<file path="src/common/ca_defines.svh">
`ifndef CA_DEFINES_SVH
`define CA_DEFINES_SVH

// register byte addresses on the bus
`define ADDR_MODE 8'h00
`define ADDR_CONTROL 8'h04
`define ADDR_TB_LOW 8'h08
`define ADDR_TB_HIGH 8'h0c
`define ADDR_MODMODE_BASE 8'h10
`define ADDR_CAP_BASE 8'h30
`define MODMODE_STRIDE 8'h04
`define CAP_STRIDE 8'h08
`define CAP_HIGH_OFFSET 8'h04

// structure
`define NUM_MODULES 5
`define WATCHDOG_MODULE 4
`define PIN_BASE 3
`define EXT_COUNT_BIT 2

// counter_array_mode fields
`define MODE_OVF_IRQ_EN 0
`define MODE_SRC_LSB 1
`define MODE_SRC_MSB 2
`define MODE_WDT_EN 6
`define MODE_IDLE_STOP 7
`define MODE_WRITE_MASK 8'hc7

// counter_array_control fields
`define CTRL_OVF_FLAG 7
`define CTRL_RUN 6

// module_mode_control fields
`define MM_IRQ_EN 0
`define MM_PWM 1
`define MM_TOGGLE 2
`define MM_MATCH 3
`define MM_CAP_FALL 4
`define MM_CAP_RISE 5
`define MM_COMP_EN 6
`define MM_WRITE_MASK 8'h7f

// reset values
`define MODE_RESET 8'h00
`define MODMODE_RESET 8'h00
`define CAP_RESET 8'h00
`define TB_RESET 16'h0000

// oscillator periods per count, by source code and clock mode
`define DIV_SLOW_6CLK 4'h6
`define DIV_SLOW_12CLK 4'hc
`define DIV_FAST_6CLK 4'h2
`define DIV_FAST_12CLK 4'h4

`endif

</file>
<file path="src/common/ca_pkg.sv">
package ca_pkg;
  // time-base count source selection
  typedef enum logic [1:0] {
    SRC_OSC_SLOW = 2'b00,
    SRC_OSC_FAST = 2'b01,
    SRC_TIMER0 = 2'b10,
    SRC_EXT_PIN = 2'b11
  } count_source_type;
endpackage

</file>
<file path="src/hdl/cc_channel.sv">
`timescale 1ns/100ps
`include "ca_defines.svh"

module cc_channel (
  input wire logic clk, // system clock
  input wire logic rst, // async reset, high
  input wire logic [7:0] mode, // module_mode_control
  input wire logic [15:0] timebase, // shared time base
  input wire logic fresh, // time base advanced by a count last edge
  input wire logic pin_in, // module pin level
  input wire logic wr_low, // software write, low byte
  input wire logic wr_high, // software write, high byte
  input wire logic [7:0] wdata, // software write data
  output logic [7:0] cap_low, // capture/compare low byte
  output logic [7:0] cap_high, // capture/compare high byte
  output logic match, // compare match pulse
  output logic event_hit, // flag-setting event pulse
  output logic pin_out // waveform output
);
  import ca_pkg::*;

  logic pin_prev;
  logic rise;
  logic fall;
  logic capture;
  logic pwm_mode;

  // comparator against the full 16-bit value
  assign match = mode[`MM_COMP_EN] & fresh &
                 ({cap_high, cap_low} == timebase); // RULE17
  // edge selection for capture
  assign rise = pin_in & ~pin_prev;
  assign fall = ~pin_in & pin_prev;
  assign capture = (rise & mode[`MM_CAP_RISE]) |
                   (fall & mode[`MM_CAP_FALL]); // RULE16
  assign event_hit = capture | (match & mode[`MM_MATCH]); // RULE15
  assign pwm_mode = mode[`MM_PWM] & mode[`MM_COMP_EN]; // RULE13

  // previous pin level for edge detection
  always_ff @(posedge clk or posedge rst) begin
    if (rst) begin
      pin_prev <= 1'b0;
    end else begin
      pin_prev <= pin_in;
    end
  end

  // low byte: capture, software, or duty reload at low-byte wrap
  always_ff @(posedge clk or posedge rst) begin
    if (rst) begin
      cap_low <= `CAP_RESET;
    end else if (capture) begin
      cap_low <= timebase[7:0]; // RULE19 RULE18
    end else if (wr_low) begin
      cap_low <= wdata;
    end else if (pwm_mode && fresh && timebase[7:0] == 8'h00) begin
      cap_low <= cap_high; // RULE21
    end
  end

  // high byte: capture or software
  always_ff @(posedge clk or posedge rst) begin
    if (rst) begin
      cap_high <= `CAP_RESET;
    end else if (capture) begin
      cap_high <= timebase[15:8]; // RULE19 RULE18
    end else if (wr_high) begin
      cap_high <= wdata;
    end
  end

  // waveform: pwm comparison or toggle on match
  always_ff @(posedge clk or posedge rst) begin
    if (rst) begin
      pin_out <= 1'b0;
    end else if (pwm_mode) begin
      pin_out <= (timebase[7:0] >= cap_low); // RULE20
    end else if (match && mode[`MM_TOGGLE]) begin
      pin_out <= ~pin_out; // RULE14
    end
  end
endmodule

</file>
<file path="src/hdl/counter_array.sv">
// Our own choices: the APB interface to the registers and the address map.
`timescale 1ns/100ps
`include "ca_defines.svh"

// Notes on behaviour
// RULE1 - one 16-bit time base, five modules
// RULE2 - module n uses port bit n+3
// RULE3 - code 00 counts every 6/12 clocks
// RULE4 - code 01 counts every 2/4 clocks
// RULE5 - code 10 timer0 overflow, 11 external pin
// RULE6 - idle stop bit halts during idle
// RULE7 - watchdog enable bit, module 4 only
// RULE8 - overflow sets flag, enable gates interrupt
// RULE9 - overflow flag cleared only by software
// RULE10 - run bit starts, clearing it stops
// RULE11 - module flags set by hardware, software clears
// RULE12 - mode bit 0 enables module interrupt
// RULE13 - mode bit 1 selects pwm mode
// RULE14 - mode bit 2 toggles pin on match
// RULE15 - mode bit 3 sets flag on match
// RULE16 - bits 4/5 capture falling/rising edges
// RULE17 - mode bit 6 enables the comparator
// RULE18 - two bytes hold capture or compare value
// RULE19 - capture copies time base into bytes
// RULE20 - pwm output low while below duty
// RULE21 - duty byte reloads at low-byte wrap
// RULE22 - watchdog match raises internal reset only
// RULE23 - time base increments and wraps to zero

module counter_array (
  input wire logic MCLK, // 200 MHz system clock
  input wire logic RST, // async reset, high
  input wire logic [7:0] PADDR, // apb byte address
  input wire logic PSEL, // apb select
  input wire logic PENABLE, // apb access phase
  input wire logic PWRITE, // apb direction
  input wire logic [31:0] PWDATA, // apb write data
  output logic [31:0] PRDATA, // apb read data
  output logic PREADY, // apb ready
  output logic PSLVERR, // apb unmapped access
  input wire logic CLOCK_MODE_12, // 1: 12-clock mode
  input wire logic IDLE, // processor idle mode
  input wire logic TIMER0_OVERFLOW, // timer 0 overflow pulse
  input wire logic [7:0] PORT1_IN, // port 1 pin levels
  output logic [7:0] PORT1_OUT, // port 1 drive levels
  output logic [7:0] PORT1_OE, // port 1 drive enables
  output logic IRQ, // interrupt request
  output logic WATCHDOG_RESET // internal reset pulse
);
  import ca_pkg::*;

  localparam int NM = `NUM_MODULES;

  logic [7:0] counter_array_mode;
  logic run_bit;
  logic overflow_flag;
  logic [NM-1:0] module_event_flag;
  logic [15:0] timebase;
  logic [NM-1:0][7:0] module_mode_control;
  logic [NM-1:0][7:0] cap_low;
  logic [NM-1:0][7:0] cap_high;
  logic [NM-1:0] chan_match;
  logic [NM-1:0] chan_event;
  logic [NM-1:0] chan_pin;
  logic [3:0] prescale;
  logic [3:0] divisor;
  logic ext_prev;
  logic count_tick;
  logic counting;
  logic advance;
  logic tb_fresh;
  logic overflow_event;
  count_source_type source;

  logic access;
  logic wr;
  logic hit_mode;
  logic hit_ctrl;
  logic hit_tbl;
  logic hit_tbh;
  logic [NM-1:0] hit_mm;
  logic [NM-1:0] hit_capl;
  logic [NM-1:0] hit_caph;
  logic mapped;
  logic tb_wr;
  logic ctrl_wr;
  logic [7:0] read_value;
  logic [7:0] wbyte;

  assign source = count_source_type'(
    counter_array_mode[`MODE_SRC_MSB:`MODE_SRC_LSB]);
  assign access = PSEL & PENABLE;
  assign wr = access & PWRITE;
  assign wbyte = PWDATA[7:0];
  assign tb_wr = wr & (hit_tbl | hit_tbh);
  assign ctrl_wr = wr & hit_ctrl;

  // address decode
  always_comb begin
    hit_mode = 1'b0;
    hit_ctrl = 1'b0;
    hit_tbl = 1'b0;
    hit_tbh = 1'b0;
    if (PADDR == `ADDR_MODE) begin
      hit_mode = 1'b1;
    end else if (PADDR == `ADDR_CONTROL) begin
      hit_ctrl = 1'b1;
    end else if (PADDR == `ADDR_TB_LOW) begin
      hit_tbl = 1'b1;
    end else if (PADDR == `ADDR_TB_HIGH) begin
      hit_tbh = 1'b1;
    end
    for (int n = 0; n < NM; n++) begin
      hit_mm[n] = PADDR == (`ADDR_MODMODE_BASE +
                  8'(n) * `MODMODE_STRIDE);
      hit_capl[n] = PADDR == (`ADDR_CAP_BASE + 8'(n) * `CAP_STRIDE);
      hit_caph[n] = PADDR == (`ADDR_CAP_BASE + 8'(n) * `CAP_STRIDE +
                    `CAP_HIGH_OFFSET);
    end
    mapped = hit_mode | hit_ctrl | hit_tbl | hit_tbh | (|hit_mm) |
             (|hit_capl) | (|hit_caph);
  end

  // read multiplexer
  always_comb begin
    read_value = 8'h00;
    if (hit_mode) begin
      read_value = counter_array_mode;
    end else if (hit_ctrl) begin
      read_value = {overflow_flag, run_bit, 1'b0, module_event_flag};
    end else if (hit_tbl) begin
      read_value = timebase[7:0];
    end else if (hit_tbh) begin
      read_value = timebase[15:8];
    end
    for (int n = 0; n < NM; n++) begin
      if (hit_mm[n]) begin
        read_value = module_mode_control[n];
      end
      if (hit_capl[n]) begin
        read_value = cap_low[n];
      end
      if (hit_caph[n]) begin
        read_value = cap_high[n];
      end
    end
  end

  // zero-wait slave, error on unmapped address
  assign PREADY = 1'b1;
  assign PSLVERR = access & ~mapped;

  // read data captured in the setup cycle
  always_ff @(posedge MCLK or posedge RST) begin
    if (RST) begin
      PRDATA <= 32'h00000000;
    end else if (PSEL && !PENABLE && !PWRITE) begin
      PRDATA <= {24'h000000, read_value};
    end
  end

  // mode register
  always_ff @(posedge MCLK or posedge RST) begin
    if (RST) begin
      counter_array_mode <= `MODE_RESET;
    end else if (wr && hit_mode) begin
      counter_array_mode <= wbyte & `MODE_WRITE_MASK;
    end
  end

  // per-module mode registers
  always_ff @(posedge MCLK or posedge RST) begin
    if (RST) begin
      module_mode_control <= '0;
    end else begin
      for (int n = 0; n < NM; n++) begin
        if (wr && hit_mm[n]) begin
          module_mode_control[n] <= wbyte & `MM_WRITE_MASK;
        end
      end
    end
  end

  // run bit, written by software only
  always_ff @(posedge MCLK or posedge RST) begin
    if (RST) begin
      run_bit <= 1'b0;
    end else if (ctrl_wr) begin
      run_bit <= wbyte[`CTRL_RUN]; // RULE10
    end
  end

  // overflow flag: set wins over a clearing write of zero
  always_ff @(posedge MCLK or posedge RST) begin
    if (RST) begin
      overflow_flag <= 1'b0;
    end else begin
      overflow_flag <= overflow_event |
        (overflow_flag & ~(ctrl_wr & ~wbyte[`CTRL_OVF_FLAG])); // RULE8 RULE9
    end
  end

  // module flags: set by events, cleared by writing zero
  always_ff @(posedge MCLK or posedge RST) begin
    if (RST) begin
      module_event_flag <= '0;
    end else begin
      module_event_flag <= chan_event |
        (module_event_flag & ~({NM{ctrl_wr}} & ~wbyte[NM-1:0])); // RULE11
    end
  end

  // gating of flags onto the interrupt line
  always_comb begin
    IRQ = overflow_flag & counter_array_mode[`MODE_OVF_IRQ_EN]; // RULE8
    for (int n = 0; n < NM; n++) begin
      IRQ = IRQ | (module_event_flag[n] &
            module_mode_control[n][`MM_IRQ_EN]); // RULE12
    end
  end

  // divisor for the oscillator sources
  always_comb begin
    if (source == SRC_OSC_SLOW) begin
      divisor = CLOCK_MODE_12 ? `DIV_SLOW_12CLK : `DIV_SLOW_6CLK; // RULE3
    end else begin
      divisor = CLOCK_MODE_12 ? `DIV_FAST_12CLK : `DIV_FAST_6CLK; // RULE4
    end
  end

  // count source selection
  always_comb begin
    case (source)
      SRC_OSC_SLOW: count_tick = prescale >= divisor - 4'h1; // RULE3
      SRC_OSC_FAST: count_tick = prescale >= divisor - 4'h1; // RULE4
      SRC_TIMER0: count_tick = TIMER0_OVERFLOW; // RULE5
      SRC_EXT_PIN: count_tick = ext_prev & ~PORT1_IN[`EXT_COUNT_BIT]; // RULE5
      default: count_tick = 1'b0;
    endcase
  end

  assign counting = run_bit & ~(counter_array_mode[`MODE_IDLE_STOP] &
                    IDLE); // RULE6 RULE10
  assign advance = counting & count_tick & ~tb_wr;
  assign overflow_event = advance & (timebase == 16'hffff);

  // oscillator prescaler, held at zero while stopped
  always_ff @(posedge MCLK or posedge RST) begin
    if (RST) begin
      prescale <= 4'h0;
    end else if (!counting || prescale >= divisor - 4'h1) begin
      prescale <= 4'h0;
    end else begin
      prescale <= prescale + 4'h1;
    end
  end

  // external count pin history, falling edge counts
  always_ff @(posedge MCLK or posedge RST) begin
    if (RST) begin
      ext_prev <= 1'b0;
    end else begin
      ext_prev <= PORT1_IN[`EXT_COUNT_BIT];
    end
  end

  // shared time base, software load has priority
  always_ff @(posedge MCLK or posedge RST) begin
    if (RST) begin
      timebase <= `TB_RESET;
    end else if (wr && hit_tbl) begin
      timebase[7:0] <= wbyte;
    end else if (wr && hit_tbh) begin
      timebase[15:8] <= wbyte;
    end else if (advance) begin
      timebase <= timebase + 16'h0001; // RULE23 RULE1
    end
  end

  // marks the cycle after the time base advanced
  always_ff @(posedge MCLK or posedge RST) begin
    if (RST) begin
      tb_fresh <= 1'b0;
    end else begin
      tb_fresh <= advance;
    end
  end

  // five capture/compare modules on port bits 3 upward
  for (genvar n = 0; n < NM; n++) begin : g_mod
    cc_channel u_chan (
      .clk(MCLK),
      .rst(RST),
      .mode(module_mode_control[n]),
      .timebase(timebase),
      .fresh(tb_fresh),
      .pin_in(PORT1_IN[`PIN_BASE + n]), // RULE2
      .wr_low(wr & hit_capl[n]),
      .wr_high(wr & hit_caph[n]),
      .wdata(wbyte),
      .cap_low(cap_low[n]),
      .cap_high(cap_high[n]),
      .match(chan_match[n]),
      .event_hit(chan_event[n]),
      .pin_out(chan_pin[n])
    );
    assign PORT1_OUT[`PIN_BASE + n] = chan_pin[n]; // RULE2
    assign PORT1_OE[`PIN_BASE + n] = module_mode_control[n][`MM_COMP_EN] &
      (module_mode_control[n][`MM_TOGGLE] |
       module_mode_control[n][`MM_PWM]);
  end
  assign PORT1_OUT[`PIN_BASE-1:0] = '0;
  assign PORT1_OE[`PIN_BASE-1:0] = '0;

  // watchdog on module 4 only, internal pulse
  always_ff @(posedge MCLK or posedge RST) begin
    if (RST) begin
      WATCHDOG_RESET <= 1'b0;
    end else begin
      WATCHDOG_RESET <= counter_array_mode[`MODE_WDT_EN] &
                        chan_match[`WATCHDOG_MODULE]; // RULE7 RULE22
    end
  end

  // helper: cycles since last count with unchanged settings
  logic [3:0] gap;
  logic gap_ok;
  logic [2:0] cfg_prev;
  logic pin_last0;
  always_ff @(posedge MCLK or posedge RST) begin
    if (RST) begin
      gap <= 4'h0;
      gap_ok <= 1'b0;
      cfg_prev <= 3'h0;
      pin_last0 <= 1'b0;
    end else begin
      cfg_prev <= {source, CLOCK_MODE_12};
      pin_last0 <= PORT1_IN[`PIN_BASE];
      if (advance) begin
        gap <= 4'h0;
        gap_ok <= 1'b1;
      end else begin
        if (gap != 4'hf) begin
          gap <= gap + 4'h1;
        end
        if (!counting || tb_wr || cfg_prev != {source, CLOCK_MODE_12}) begin
          gap_ok <= 1'b0;
        end
      end
    end
  end
endmodule

</file>
<file path="config.mk">
export PLATFORM = sky130hd
export DESIGN_NAME = counter_array
export DESIGN_NICKNAME = d
export VERILOG_FILES = /design/src/common/ca_pkg.sv /design/src/hdl/cc_channel.sv /design/src/hdl/counter_array.sv
export VERILOG_INCLUDE_DIRS = /design/src /design/src/common
export SDC_FILE = /design/constraint.sdc
export NUM_CORES = 1
export LEC_CHECK = 0
export ABC_AREA = 1
export BUFFER_PORTS_ARGS = -buffer_cell sky130_fd_sc_hd__buf_2
export CAP_MARGIN = 30
export CORE_MARGIN = 8
export CORE_UTILIZATION = 40
export CTS_BUF_LIST = sky130_fd_sc_hd__clkbuf_8
export CTS_CLUSTER_SIZE = 30
export DETAILED_ROUTE_END_ITERATION = 6
export GPL_TIMING_DRIVEN = 0
export PLACE_DENSITY_LB_ADDON = 0.3
export SYNTH_ARGS = -nofsm -noshare
export SYNTH_HDL_FRONTEND = slang
export SYNTH_SLANG_ARGS = --single-unit
</file>
<file path="constraint.sdc">
create_clock -name MCLK -period 5.8 [get_ports MCLK]
set_input_delay 0.58 -clock MCLK [delete_from_list [all_inputs] [get_ports MCLK]]
set_output_delay 0.58 -clock MCLK [all_outputs]
set_load 0.05 [all_outputs]
</file>
## Word-level counts from Yosys, hierarchy flattened

Cells that the tools add are included.

| storage, ports and cells | value |
|---|---|
| register bits | 168 |
| output and inout bits | 52 |

| cells by class | value |
|---|---|
| add/subtract/negate cells | 3 |
| $lt $le $gt $ge | 6 |
| eq/ne operators | 28 |
| mux-type cells | 73 |
| bitwise operators | 130 |
| reduce and logical (&&, ||, !) cells | 55 |

Operator list:

| cell | number |
|---|---|
| 8-bit 2-to-1 mux | 47 |
| 16-bit equality test | 5 |
| 1-bit bitwise AND | 75 |
| 8-bit by 7-bit equality test with 1-bit output, second input constant | 6 |
| 8-bit by 6-bit equality test with 1-bit output, second input constant | 5 |
| 8-bit greater-or-equal comparator | 5 |
| 8-bit by 5-bit equality test with 1-bit output, second input constant | 4 |
| 1-bit bitwise OR | 28 |
| 1-bit logical AND | 25 |
| 2-bit nonzero test | 12 |
| 1-bit inverter | 22 |
| 1-bit 2-to-1 mux | 20 |
| 16-bit by 1-bit adder with 16-bit output, second input constant | 1 |
| 16-bit equality test, second input constant | 1 |
| 8-bit by 4-bit equality test with 1-bit output, second input constant | 2 |
| 8-bit logical NOT | 2 |
| 16-bit 2-to-1 mux | 1 |
| 3-bit nonzero test | 5 |
| 5-bit OR reduction | 3 |
| 4-bit 2-to-1 mux | 3 |
| 5-bit bitwise AND | 2 |
| 5-bit inverter | 2 |
| 8-bit by 3-bit equality test with 1-bit output, second input constant | 1 |
| 5-bit bitwise OR | 1 |
| 13 further kinds | 17 |

## Logic depth before layout (Yosys ltp)

Gate-level depths: netlist of run 1.

| depth | value |
|---|---|
| depth after elaboration | 24 |
| depth in mapped cells | 17 |

## Cells and area by module

From an unflattened synthesis of run 1, not the netlist that was laid out.

| second synthesis, totals | value |
|---|---|
| cell total of the unflattened synthesis | 1845 |
| area, all modules | 12677.2 sq um |

By module, submodules not included:

| module | times used | cells each | area an instance (sq um) | sequential area each (sq um) |
|---|---|---|---|---|
| cc_channel | 5 | 228 | 1503.9 | 450.4 |
| counter_array | 1 | 705 | 5157.4 | 1951.9 |

## Least setup slack after synthesis of run 1

No wires, ideal clock.

| timing | value |
|---|---|
| path kind | input to output |
| from | input port PADDR[1] |
| to | output port PSLVERR |
| arrival | 2.965 ns |
| setup slack | 2.255 ns |
| cell stages on the path | 9 |
| cell sequence | inv_1 > nand2_2 > nor2_4 > inv_2 > nor2_8 > buf_1 > nor3_1 > nand4_1 > nor4_1 |

| on the way | value |
|---|---|
| cells in the longest elaborated chain, start to end | 11 |
| elaborated cells between the ends (all ways) | 40 |
| classes of those cells | eq/ne: 18; mux: 10; bitwise: 8; reduce/logical: 4 |

Ends and longest elaborated chain:

| item | RTL line | text |
|---|---|---|
| from (decl) | counter_array.sv:33 | `input wire logic [7:0] PADDR,` |
| 8-bit by 3-bit equality test with 1-bit output (no source line) or 8-bit by 4-bit equality test with 1-bit output (tied branches) | -- |  |
| 1-bit 2-to-1 mux, on equally long branches | counter_array.sv:106, counter_array.sv:108, counter_array.sv:110 |  |
| 1-bit 2-to-1 mux, on equally long branches | counter_array.sv:104, counter_array.sv:106, counter_array.sv:108 |  |
| 1-bit bitwise OR, or another cell as far along | counter_array.sv:120 | `mapped = hit_mode \| hit_ctrl \| hit_tbl \| hit_tbh \| (\|hit_mm) \|` |
| 1-bit bitwise OR or 1-bit 2-to-1 mux (tied branches) | counter_array.sv:120, counter_array.sv:104 |  |
| 1-bit bitwise OR (3 in a row) | counter_array.sv:120 |  |
| 1-bit bitwise OR * | counter_array.sv:121 | `(\|hit_capl) \| (\|hit_caph);` |
| 1-bit inverter * | counter_array.sv:151 | `assign PSLVERR = access & ~mapped;` |
| 1-bit bitwise AND * | counter_array.sv:151 |  |
| to (decl) | counter_array.sv:40 | `output logic PSLVERR,` |

Every way passes the cells marked *; elsewhere a longest branch is shown, timed or not.

## Final worst setup path of run 1

| timing | value |
|---|---|
| from | register timebase[1] |
| to | register g_mod[3].u_chan.cap_low[3] |

| on the way | value |
|---|---|
| cells in the longest elaborated chain, start to end | 3 |

Ends and longest elaborated chain:

| item | RTL line | text |
|---|---|---|
| from (decl) | counter_array.sv:58 | `logic [15:0] timebase;` |
| from (signal assigned) | counter_array.sv:270 | `` timebase <= `TB_RESET; `` |
| from (signal assigned) | counter_array.sv:272 | `timebase[7:0] <= wbyte;` |
| from (signal assigned) | counter_array.sv:276 | `timebase <= timebase + 16'h0001;` |
| 8-bit logical NOT | cc_channel.sv:56 | `end else if (pwm_mode && fresh && timebase[7:0] == 8'h00) begin` |
| 1-bit logical AND | cc_channel.sv:56 |  |
| 3-bit nonzero test (no source line) | -- |  |
| to (signal assigned) | cc_channel.sv:53 | `cap_low <= timebase[7:0];` |
| to (signal assigned) | cc_channel.sv:55 | `cap_low <= wdata;` |
| to (signal assigned) | cc_channel.sv:57 | `cap_low <= cap_high;` |
| to (decl) | cc_channel.sv:14 | `output logic [7:0] cap_low,` |

No other way between the ends.
A chain may end at the register's enable or synchronous reset.

==> flow_summary.toml, run 1 <==
[critical_path]
end_kind = "flip-flop"
path_cells = "inv_1 > ha_1 > nand4_1 > nor4_1 > nand2_1 > inv_1 > a21oi_2 > buf_2 > o221ai_1"
slowest_delay_ps = 850
critPathSlowestCell = "dfrtp_1"
reg2reg_to = "g_mod[3].u_chan.cap_low[3]"
path_max_fanout = 10
cpLargestDelayFamily = "buffers and inverters"
cp.required_ps = 6130
cp.arrival_ps = 3870
ff2ff_setup_slack_ps = 2260
crit_type = "flip-flop to flip-flop"
cpMostUsedCell = "inv_1"
crit_buf_inv = 3
reg2reg_depth = 9
setup.worst_path.start_class = "flip-flop"
r2r-start = "timebase[1]"
path_depth = 9

[clock_network]
cts_made_buffers = 17
cts-htree-levels = 4
cts.clk_slew.worst_paths_ps = 100
cts_tree = "built"
clock_latency_ps = 480
cts_setup_buffers = 0
cts_hold_buf = 0
clockBufferDepth = 2
post_cts_resized = 0
clock_sinks = 168
cts-root-buf = "clkbuf_8"

[timing]
fin_skew_ps = 15.59
worstMarginPinSlew_ps = 1079
hold_viol = 0
drv_slew = 0
timing.fmax_ghz = 0.2826
period_share_pct = 61.02
fin_crit_ps = 3539
rsz0062_at_grt = "false"
relSlewSlack_pct = 28.04
setup_viol = 0

[place]
gp_congestion = 0.9984
io_buffer_count = 44
placed_area_um2 = 12170
hpwl_mm = 32.84
dp_cells = 1955

[synth]
yosysWarningCount = 0
synth_cell_types = 57
synth_cells = 1503
synth-main-ff-cell = "dfrtp_1"
synth_edf_count = 0
yosys_register_bits = 168
syn_area_um2 = 11340
async_reset_ff_share_pct = 100.0
synth_area_per_cell_um2 = 7.542
ys_seq_area_share_pct = 37.09

[die]
initial_utilization_pct = 40.69
die_x_um = 184.3
coreArea_um2 = 27860
dieArea_um2 = 33980
die-height_um = 184.3
io_pins = 108
rows = 61

[pwr]
ir_drop_uv = 122.8
power_density_nw_per_um2 = 235.1
leakagePower_nw = 5.960

[job]
cap_viol_max_count = 0

[global_routing]
grt_pass1_wl_mm = 68.05
grt_pass1_vias = 11100
grt_max_degree = 100
overflow = 0
gr-usage-all-layers_pct = 26.86
antenna_found_initial = 0

[drt]
drtIter0Drc = 1472
post-route-drc-count = 0
num_vias = 11610
drtAntennaViolNets = 0
routedWlPerCell_um = 23.08
routed_wirelength_mm = 45.89
viasPerCell = 5.839
first_pass_iters = 7

[min_path]
hp-class = "primary input to async pin"

[finish]
final_area_um2 = 12670
area_growth_pct = 11.74
final_cells = 1988
final_nets = 1698
final_cell_mix = "nand2_1 (376), dfrtp_1 (168), inv_1 (159)"
layout-drive-gt1-share_pct = 12.99
layout_commonest_cell = "nand2_1"

[run_status]
status = "finished, final reports clean"
-- power by group --
group          switching, mW  internal, mW  leakage (nW)
Combinational          0.392         0.180          3.63
Sequential            0.0915          1.26          2.08
Clock                  0.483         0.573         0.251
Total                  0.967          2.01          5.96
-- sequential cells by signal (all words and copies together), names as in the netlist, 4 cells and up --
name,flops
module_event_flag,5
counter_array_mode,5
g_mod.u_chan.cap_high,40
PRDATA,8
timebase,16
g_mod.u_chan.pin_prev,5
g_mod.u_chan.cap_low,40
g_mod.u_chan.pin_out,5
prescale,4
module_mode_control,35
-- layer usage --
layer / part of all wire, % / wire, um / track usage, %
met1: 40 / 18260 / 34.36
met2: 43 / 19900 / 41.02
met3: 11 / 4847 / 6.320
met4: 6.3 / 2870 / 15.55
met5: 0 / 0 / 0
-- synth_stat cells (7+ instances only) --
library cell | n | area, um^2
a21oi_1 | 65 | 325.3
a221o_1 | 8 | 80.08
a22oi_1 | 9 | 67.56
buf_2 | 8 | 40.04
buf_4 | 39 | 292.8
clkbuf_1 | 35 | 131.4
dfrtp_1 | 168 | 4204
ha_1 | 46 | 575.6
inv_1 | 159 | 596.8
inv_2 | 24 | 90.09
nand2_1 | 376 | 1411
nand2_2 | 7 | 43.79
nand3_1 | 43 | 215.2
nand4_1 | 43 | 269.0
nor2_1 | 86 | 322.8
nor2_2 | 12 | 75.07
nor3_1 | 9 | 45.04
nor4_1 | 7 | 43.79
o2111ai_1 | 14 | 122.6
o211ai_1 | 28 | 210.2
o21ai_0 | 156 | 780.8
o21ai_1 | 12 | 60.06
o221ai_1 | 34 | 297.8
o22ai_1 | 18 | 112.6
xnor2_1 | 10 | 87.58
xor2_1 | 15 | 131.4
-- stage by stage --
stage | setup TNS [ps] | worst slack [ps] | util [%] | hold WS [ps] | total power, mW
after floorplan | 0 | 673.3 | - | 450.4 | 1.737
after global placement | -258000 | -1549 | 43.57 | 464.6 | 1.912
after detailed placement | 0 | 2419 | 43.70 | 468.7 | 1.927
after CTS | 0 | 2415 | 45.46 | 175.2 | 2.962
after global routing | 0 | 2250 | 45.46 | 180.2 | 3.092
final | 0 | 2261 | 45.47 | 136.2 | 2.978
-- worst max path at each step --
stage / endpoint / slack (ps) / start
global route: g_mod[1].u_chan.pin_out / 2250 / timebase[0]
CTS: g_mod[3].u_chan.cap_low[4] / 2410 / timebase[1]
floorplan: PRDATA[0] / 670 / RST
global placement: g_mod[3].u_chan.cap_low[5] / -1550 / RST
finish: g_mod[3].u_chan.cap_low[3] / 2260 / timebase[1]
detailed placement: g_mod[3].u_chan.cap_low[4] / 2420 / timebase[1]
-- final cells by class --
class / count / area (um^2)
Sequential cell: 168 / 4204
Inverter: 188 / 715.7
Multi-Input combinational cell: 1089 / 6027
Buffer: 87 / 505.5
Timing Repair Buffer: 45 / 247.7
Clock buffer: 22 / 302.8
Fill cell: 2873 / 15190
Antenna cell: 1 / 2.502
Clock inverter: 10 / 188.9
Tap cell: 378 / 473.0
-- cells by family (layout without fill, tap and decap cells) --
logic type / Yosys count / after routing / synth area share, %
and+or+nand+nor: 608 / 608 / 24.26
AOI/OAI and AO/OA: 376 / 376 / 20.60
buffers and inverters: 275 / 352 / 10.71
DFF: 168 / 168 / 37.09
adders and majority gates: 46 / 46 / 5.077
xor gates and xnor gates: 25 / 25 / 1.932
muxes: 3 / 3 / 0.2759
other: 2 / 32 / 0.06625
Power figures use the tool's default switching activity.
==> run 2, diff against run 1 <==
==> constraint.sdc (replaced) <==
create_clock -name MCLK -period 2.94 [get_ports MCLK]
set_input_delay 0.294 -clock MCLK [delete_from_list [all_inputs] [get_ports MCLK]]
set_output_delay 0.294 -clock MCLK [all_outputs]
set_load 0.05 [all_outputs]
==> run 2 against run 1 <==
The flow now finishes with violations (DRC, setup timing); non-clock buffer count grew 12; sequential power grew 97%; critical path depth shrank 1; cell area grew 1.1%; count of clock-buffer cells in the layout shrank 5; routed wire length is essentially flat; cell count grew 0.60%; register-to-register slack lost 2400 ps; setup slack lost 2400 ps; via count grew 0.55%; flip-flop and latch count is the same; clock skew grew 16 ps; critical path type unchanged; highest routed layer unchanged.
==> flow_summary.toml, run 2 (same netlist as run 1, synthesis figures left out) <==
[global_routing]
overflow = 0
grt_pass1_vias = 10850
antenna_found_initial = 0
gr-usage-all-layers_pct = 26.57
grt_pass1_wl_mm = 67.06
grt_max_degree = 40

[pwr]
p_seq_share_pct = 46.3
power.switching_mw = 2.012
ir_drop_uv = 287.6
p_int_mw = 3.733
pwr-share-clk_pct = 33.7
comb_power_share_pct = 19.9
leakagePower_nw = 5.981
swShare_pct = 35.02
power_mw = 5.745
power_density_nw_per_um2 = 448.4

[place]
io_buffer_count = 44
post-place-ws_ps = -420.7
dp_cells = 1959
hpwl_mm = 32.58
gp_congestion = 1.000

[finish]
top_regs = "g_mod.u_chan.cap_high x40, g_mod.u_chan.cap_low x40, module_mode_control x35"
area_growth_pct = 13.02
multi_input_area_um2 = 6048
nFillCells = 2812
final_cell_mix = "nand2_1 (375), dfrtp_1 (165), inv_1 (156), o21ai_0 (156), nor2_1 (86)"
final_nets = 1710
final_cells = 2000
layout_commonest_cell = "nand2_1"
seqCellArea_um2 = 4210
layout-drive-gt1-share_pct = 14.00

[drt]
viasPerCell = 5.836
first_pass_iters = 7
post-route-drc-count = 1
num_vias = 11670
drtAntennaViolNets = 0
routedWlPerCell_um = 22.95
drtIter0Drc = 1494
routed_wirelength_mm = 45.91

[timing]
setup_viol = 11
fin_crit_ps = 3077
fin_skew_ps = 31.30
period_share_pct = 104.6
worstMarginPinSlew_ps = 1100
hold_viol = 0
rsz0062_at_grt = "true"
relSlewSlack_pct = 26.64
drv_slew = 0
worst_slack_ps = -136.6
timing.fmax_ghz = 0.3250

[run_status]
violations = "DRC, setup timing"
status = "complete, but fails checks"

[critical_path]
cp.arrival_ps = 3430
cp.required_ps = 3290
path_max_fanout = 10
critPathSlowestCell = "dfrtp_1"
setup.worst_path.start_class = "flip-flop"
slowest_delay_ps = 950
crit_type = "flip-flop to flip-flop"
end_kind = "flip-flop"
path_cells = "inv_2 > nand4_1 > nor4_1 > nand2_2 > inv_1 > a21oi_2 > buf_2 > o221ai_1"

[die]
coreArea_um2 = 27860
die-height_um = 184.3
die_x_um = 184.3
initial_utilization_pct = 40.69
rows = 61
dieArea_um2 = 33980
io_pins = 108

[clock_network]
clock_latency_ps = 500
cts_tree = "built"
cts-htree-levels = 4
cts_made_buffers = 17
clock_sinks = 168
clockBufferDepth = 2
cts-root-buf = "clkbuf_8"
cts.clk_slew.worst_paths_ps = 120

[min_path]
hp-class = "primary input to flip-flop"

[job]
cap_viol_max_count = 0
-- run 2: cell type report --
class / instances / area share, %
multi-input combinational: 1089 / 47.21
sequential: 168 / 32.86
timing repair buffer: 59 / 3.223
buffer: 85 / 3.887
clock buffer: 17 / 1.826
clock inverter: 15 / 1.641
antenna: 1 / 0.01953
inverter: 188 / 5.645
tap: 378 / 3.691
-- run 2: timing repair --
| item | in CTS | in global routing |
|---|---|---|
| setup endpoints to repair | 35 | 19 |
| hold buffers | 7 | 0 |
| endpoints found under the hold margin | 13 | 0 |
| setup buffers | 3 | 0 |
| gates resized for setup | 5 | 5 |
-- run 2: final timing paths --
path / startpoint / endpoint / slack, ps / cells past startpoint
max: timebase[7] / g_mod[3].u_chan.cap_low[3] / -140 / 8
min: PWRITE / PRDATA[6] / 190 / 4
max reg2reg: timebase[7] / g_mod[3].u_chan.cap_low[3] / -140 / 8
min reg2reg: PRDATA[3] / PRDATA[3] / 490 / 2
max in group asynchronous: RST / timebase[1] / 1680 / 6
min in group asynchronous: RST / g_mod[0].u_chan.cap_high[2] / 280 / 3
-- run 2: worst max-delay path, delay by kind of cell, from the launching register on --
kind | cells | cell delay (ps)
buffers and inverters | 3 | 840
AOI/OAI and AO/OA | 2 | 560
DFF | 1 | 950
and+or+nand+nor | 3 | 590
-- run 2: stage by stage --
step | cell area, um^2 | hold WS, ps | util, % | TNS (ps)
6_report | 12810 | 185.2 | 45.99 | -1192
5_1_grt | 12810 | 198.8 | 45.98 | -63.25
4_1_cts | 12790 | 178.0 | 45.92 | 0
3_5_place_dp | 12250 | 254.0 | 43.97 | -7556
3_3_place_gp | 12150 | 420.7 | 43.61 | -126890
2_1_floorplan | 11450 | 325.4 | - | 0
-- run 2: routing by layer --
metal	global-route usage [%]	wire [um]
met1	34.18	18220
met2	39.69	19560
met3	6.576	5040
met4	16.33	3083
met5	0	0
-- run 2: power by group through the flow --
stage                     Sequential, mW  Combinational (mW)  Clock [mW]
after floorplan                     2.64               0.790           0
after global placement              2.69                1.07           0
after detailed placement            2.69                1.11           0
after CTS                           2.65                1.12        1.94
after global routing                2.67                1.26        2.02
final                               2.66                1.15        1.94
==> run 3, diff against run 2 <==
==> constraint.sdc (replaced) <==
create_clock -name MCLK -period 3.75 [get_ports MCLK]
set_input_delay 0.375 -clock MCLK [delete_from_list [all_inputs] [get_ports MCLK]]
set_output_delay 0.375 -clock MCLK [all_outputs]
set_load 0.05 [all_outputs]
==> run 3 against run 2 <==
The run now ends clean; global-route usage is 0.40 points higher; die area stayed put; count of clock-buffer cells in the layout is 2 higher; register-to-register slack better by 320 ps; critical path type unchanged; critical endpoint is now g_mod[4].u_chan.cap_low[0].
==> flow_summary.toml, run 3 (same netlist as run 1, synthesis figures left out) <==
[run_status]
status = "finished, final reports clean"

[place]
io_buffer_count = 44
gp_congestion = 0.9924
placed_area_um2 = 12230
hpwl_mm = 32.89

[drt]
routed_wirelength_mm = 45.84
routedWlPerCell_um = 22.99
num_vias = 11620
first_pass_iters = 5
drtIter0Drc = 1515
viasPerCell = 5.826
drtAntennaViolNets = 0
post-route-drc-count = 0

[clock_network]
cts_made_buffers = 17
cts_tree = "built"
cts.clk_slew.worst_paths_ps = 100
clock_latency_ps = 490
cts-root-buf = "clkbuf_8"
cts-htree-levels = 4
cts_setup_buffers = 0
clockBufferDepth = 2
clock_sinks = 168

[timing]
fin_crit_ps = 3563
fin_skew_ps = 16.93
rsz0062_at_grt = "false"
timing.fmax_ghz = 0.2806
period_share_pct = 95.02
hold_viol = 0
relSlewSlack_pct = 32.18
worst_hold_slack_ps = 13.13
setup_viol = 0
drv_slew = 0
worstMarginPinSlew_ps = 1017

[global_routing]
grt_pass1_wl_mm = 68.15
antenna_found_initial = 0
gr-usage-all-layers_pct = 26.97
grt_pass1_vias = 10830
grt_max_degree = 41
overflow = 0

[die]
initial_utilization_pct = 40.69
io_pins = 108
die-height_um = 184.3
rows = 61
die_x_um = 184.3
coreArea_um2 = 27860
dieArea_um2 = 33980

[min_path]
hp-class = "primary input to flip-flop"
hold_depth = 1

[critical_path]
cp.arrival_ps = 3900
setup.worst_path.start_class = "flip-flop"
reg2reg_depth = 10
cp.required_ps = 4090
end_kind = "flip-flop"
path_max_fanout = 10
crit_type = "flip-flop to flip-flop"

[finish]
n_antenna_cell = 0
area_growth_pct = 11.92
fin_util_pct = 45.54
final_nets = 1705
final_area_um2 = 12690
top_regs = "g_mod.u_chan.cap_high x40, g_mod.u_chan.cap_low x40, module_mode_control x35"
layout-drive-gt1-share_pct = 13.18
layout_commonest_cell = "nand2_1"
final_cell_mix = "nand2_1 (376), dfrtp_1 (168), inv_1 (161)"

[pwr]
leakagePower_nw = 5.968
power_density_nw_per_um2 = 347.3
power_mw = 4.407
ir_drop_uv = 203.1

[job]
cap_viol_max_count = 0
[run 3: final timing paths]
kind | from | end | slack [ps]
max | timebase[1] | g_mod[4].u_chan.cap_low[0] | 190
min | PORT1_IN[5] | g_mod[2].u_chan.pin_prev | 10
max reg2reg | timebase[1] | g_mod[4].u_chan.cap_low[0] | 190
min reg2reg | PRDATA[4] | PRDATA[4] | 480
max in group asynchronous | RST | g_mod[4].u_chan.cap_low[3] | 2340
min in group asynchronous | RST | g_mod[0].u_chan.pin_out | 510
[run 3: area by class of cell]
cell class              instances  area, um^2
inverters                     188       711.9
clock inverters                13       156.4
clock buffers                  19       261.5
well taps                     378       473.0
plain buffers                  87       505.5
fillers                      2835       15170
flip-flops and latches        168        4204
repair buffers                 52       347.8
multi-input cells            1089        6027
[run 3: routing by layer]
layer / share of wire, % / GRT usage [%] / up-vias
met1: 40 / 34.80 / 5489
li1: - / - / 5251
met2: 44 / 40.89 / 722
met5: 0 / 0 / -
met3: 11 / 6.852 / 155
met4: 5.2 / 14.68 / 0
[run 3: per-stage QoR]
step	setup TNS (ps)	instances	worst slack, ps
after floorplan	0	1532	614.8
after global placement	-4067	1954	-37.97
after detailed placement	0	1959	386.7
after CTS	0	1992	377.7
after global routing	0	1994	283.5
final	0	1994	186.8
[run 3: critical path, stage by stage (launching register included)]
cell      delay, ps
dfrtp_1         860
inv_1           450
ha_1            310
nand4_1          80
nor4_1           60
nand2_1         480
inv_1           270
a21oi_2         450
buf_6           210
a221o_1         150
o211ai_1         90
[run 3: power breakdown]
group          leakage, nW  internal (mW)  switching (mW)  total [mW]
registers             2.08           1.95           0.138        2.08
logic                 3.67          0.285           0.604       0.889
clock network        0.216          0.690           0.744        1.43
total                 5.97           2.92            1.49        4.41
[run 3: repair_timing]
| action | CTS | global route |
|---|---|---|
| hold endpoints to repair | 14 | 0 |
| hold buffers | 1 | 0 |
| gates resized for setup | 0 | 0 |
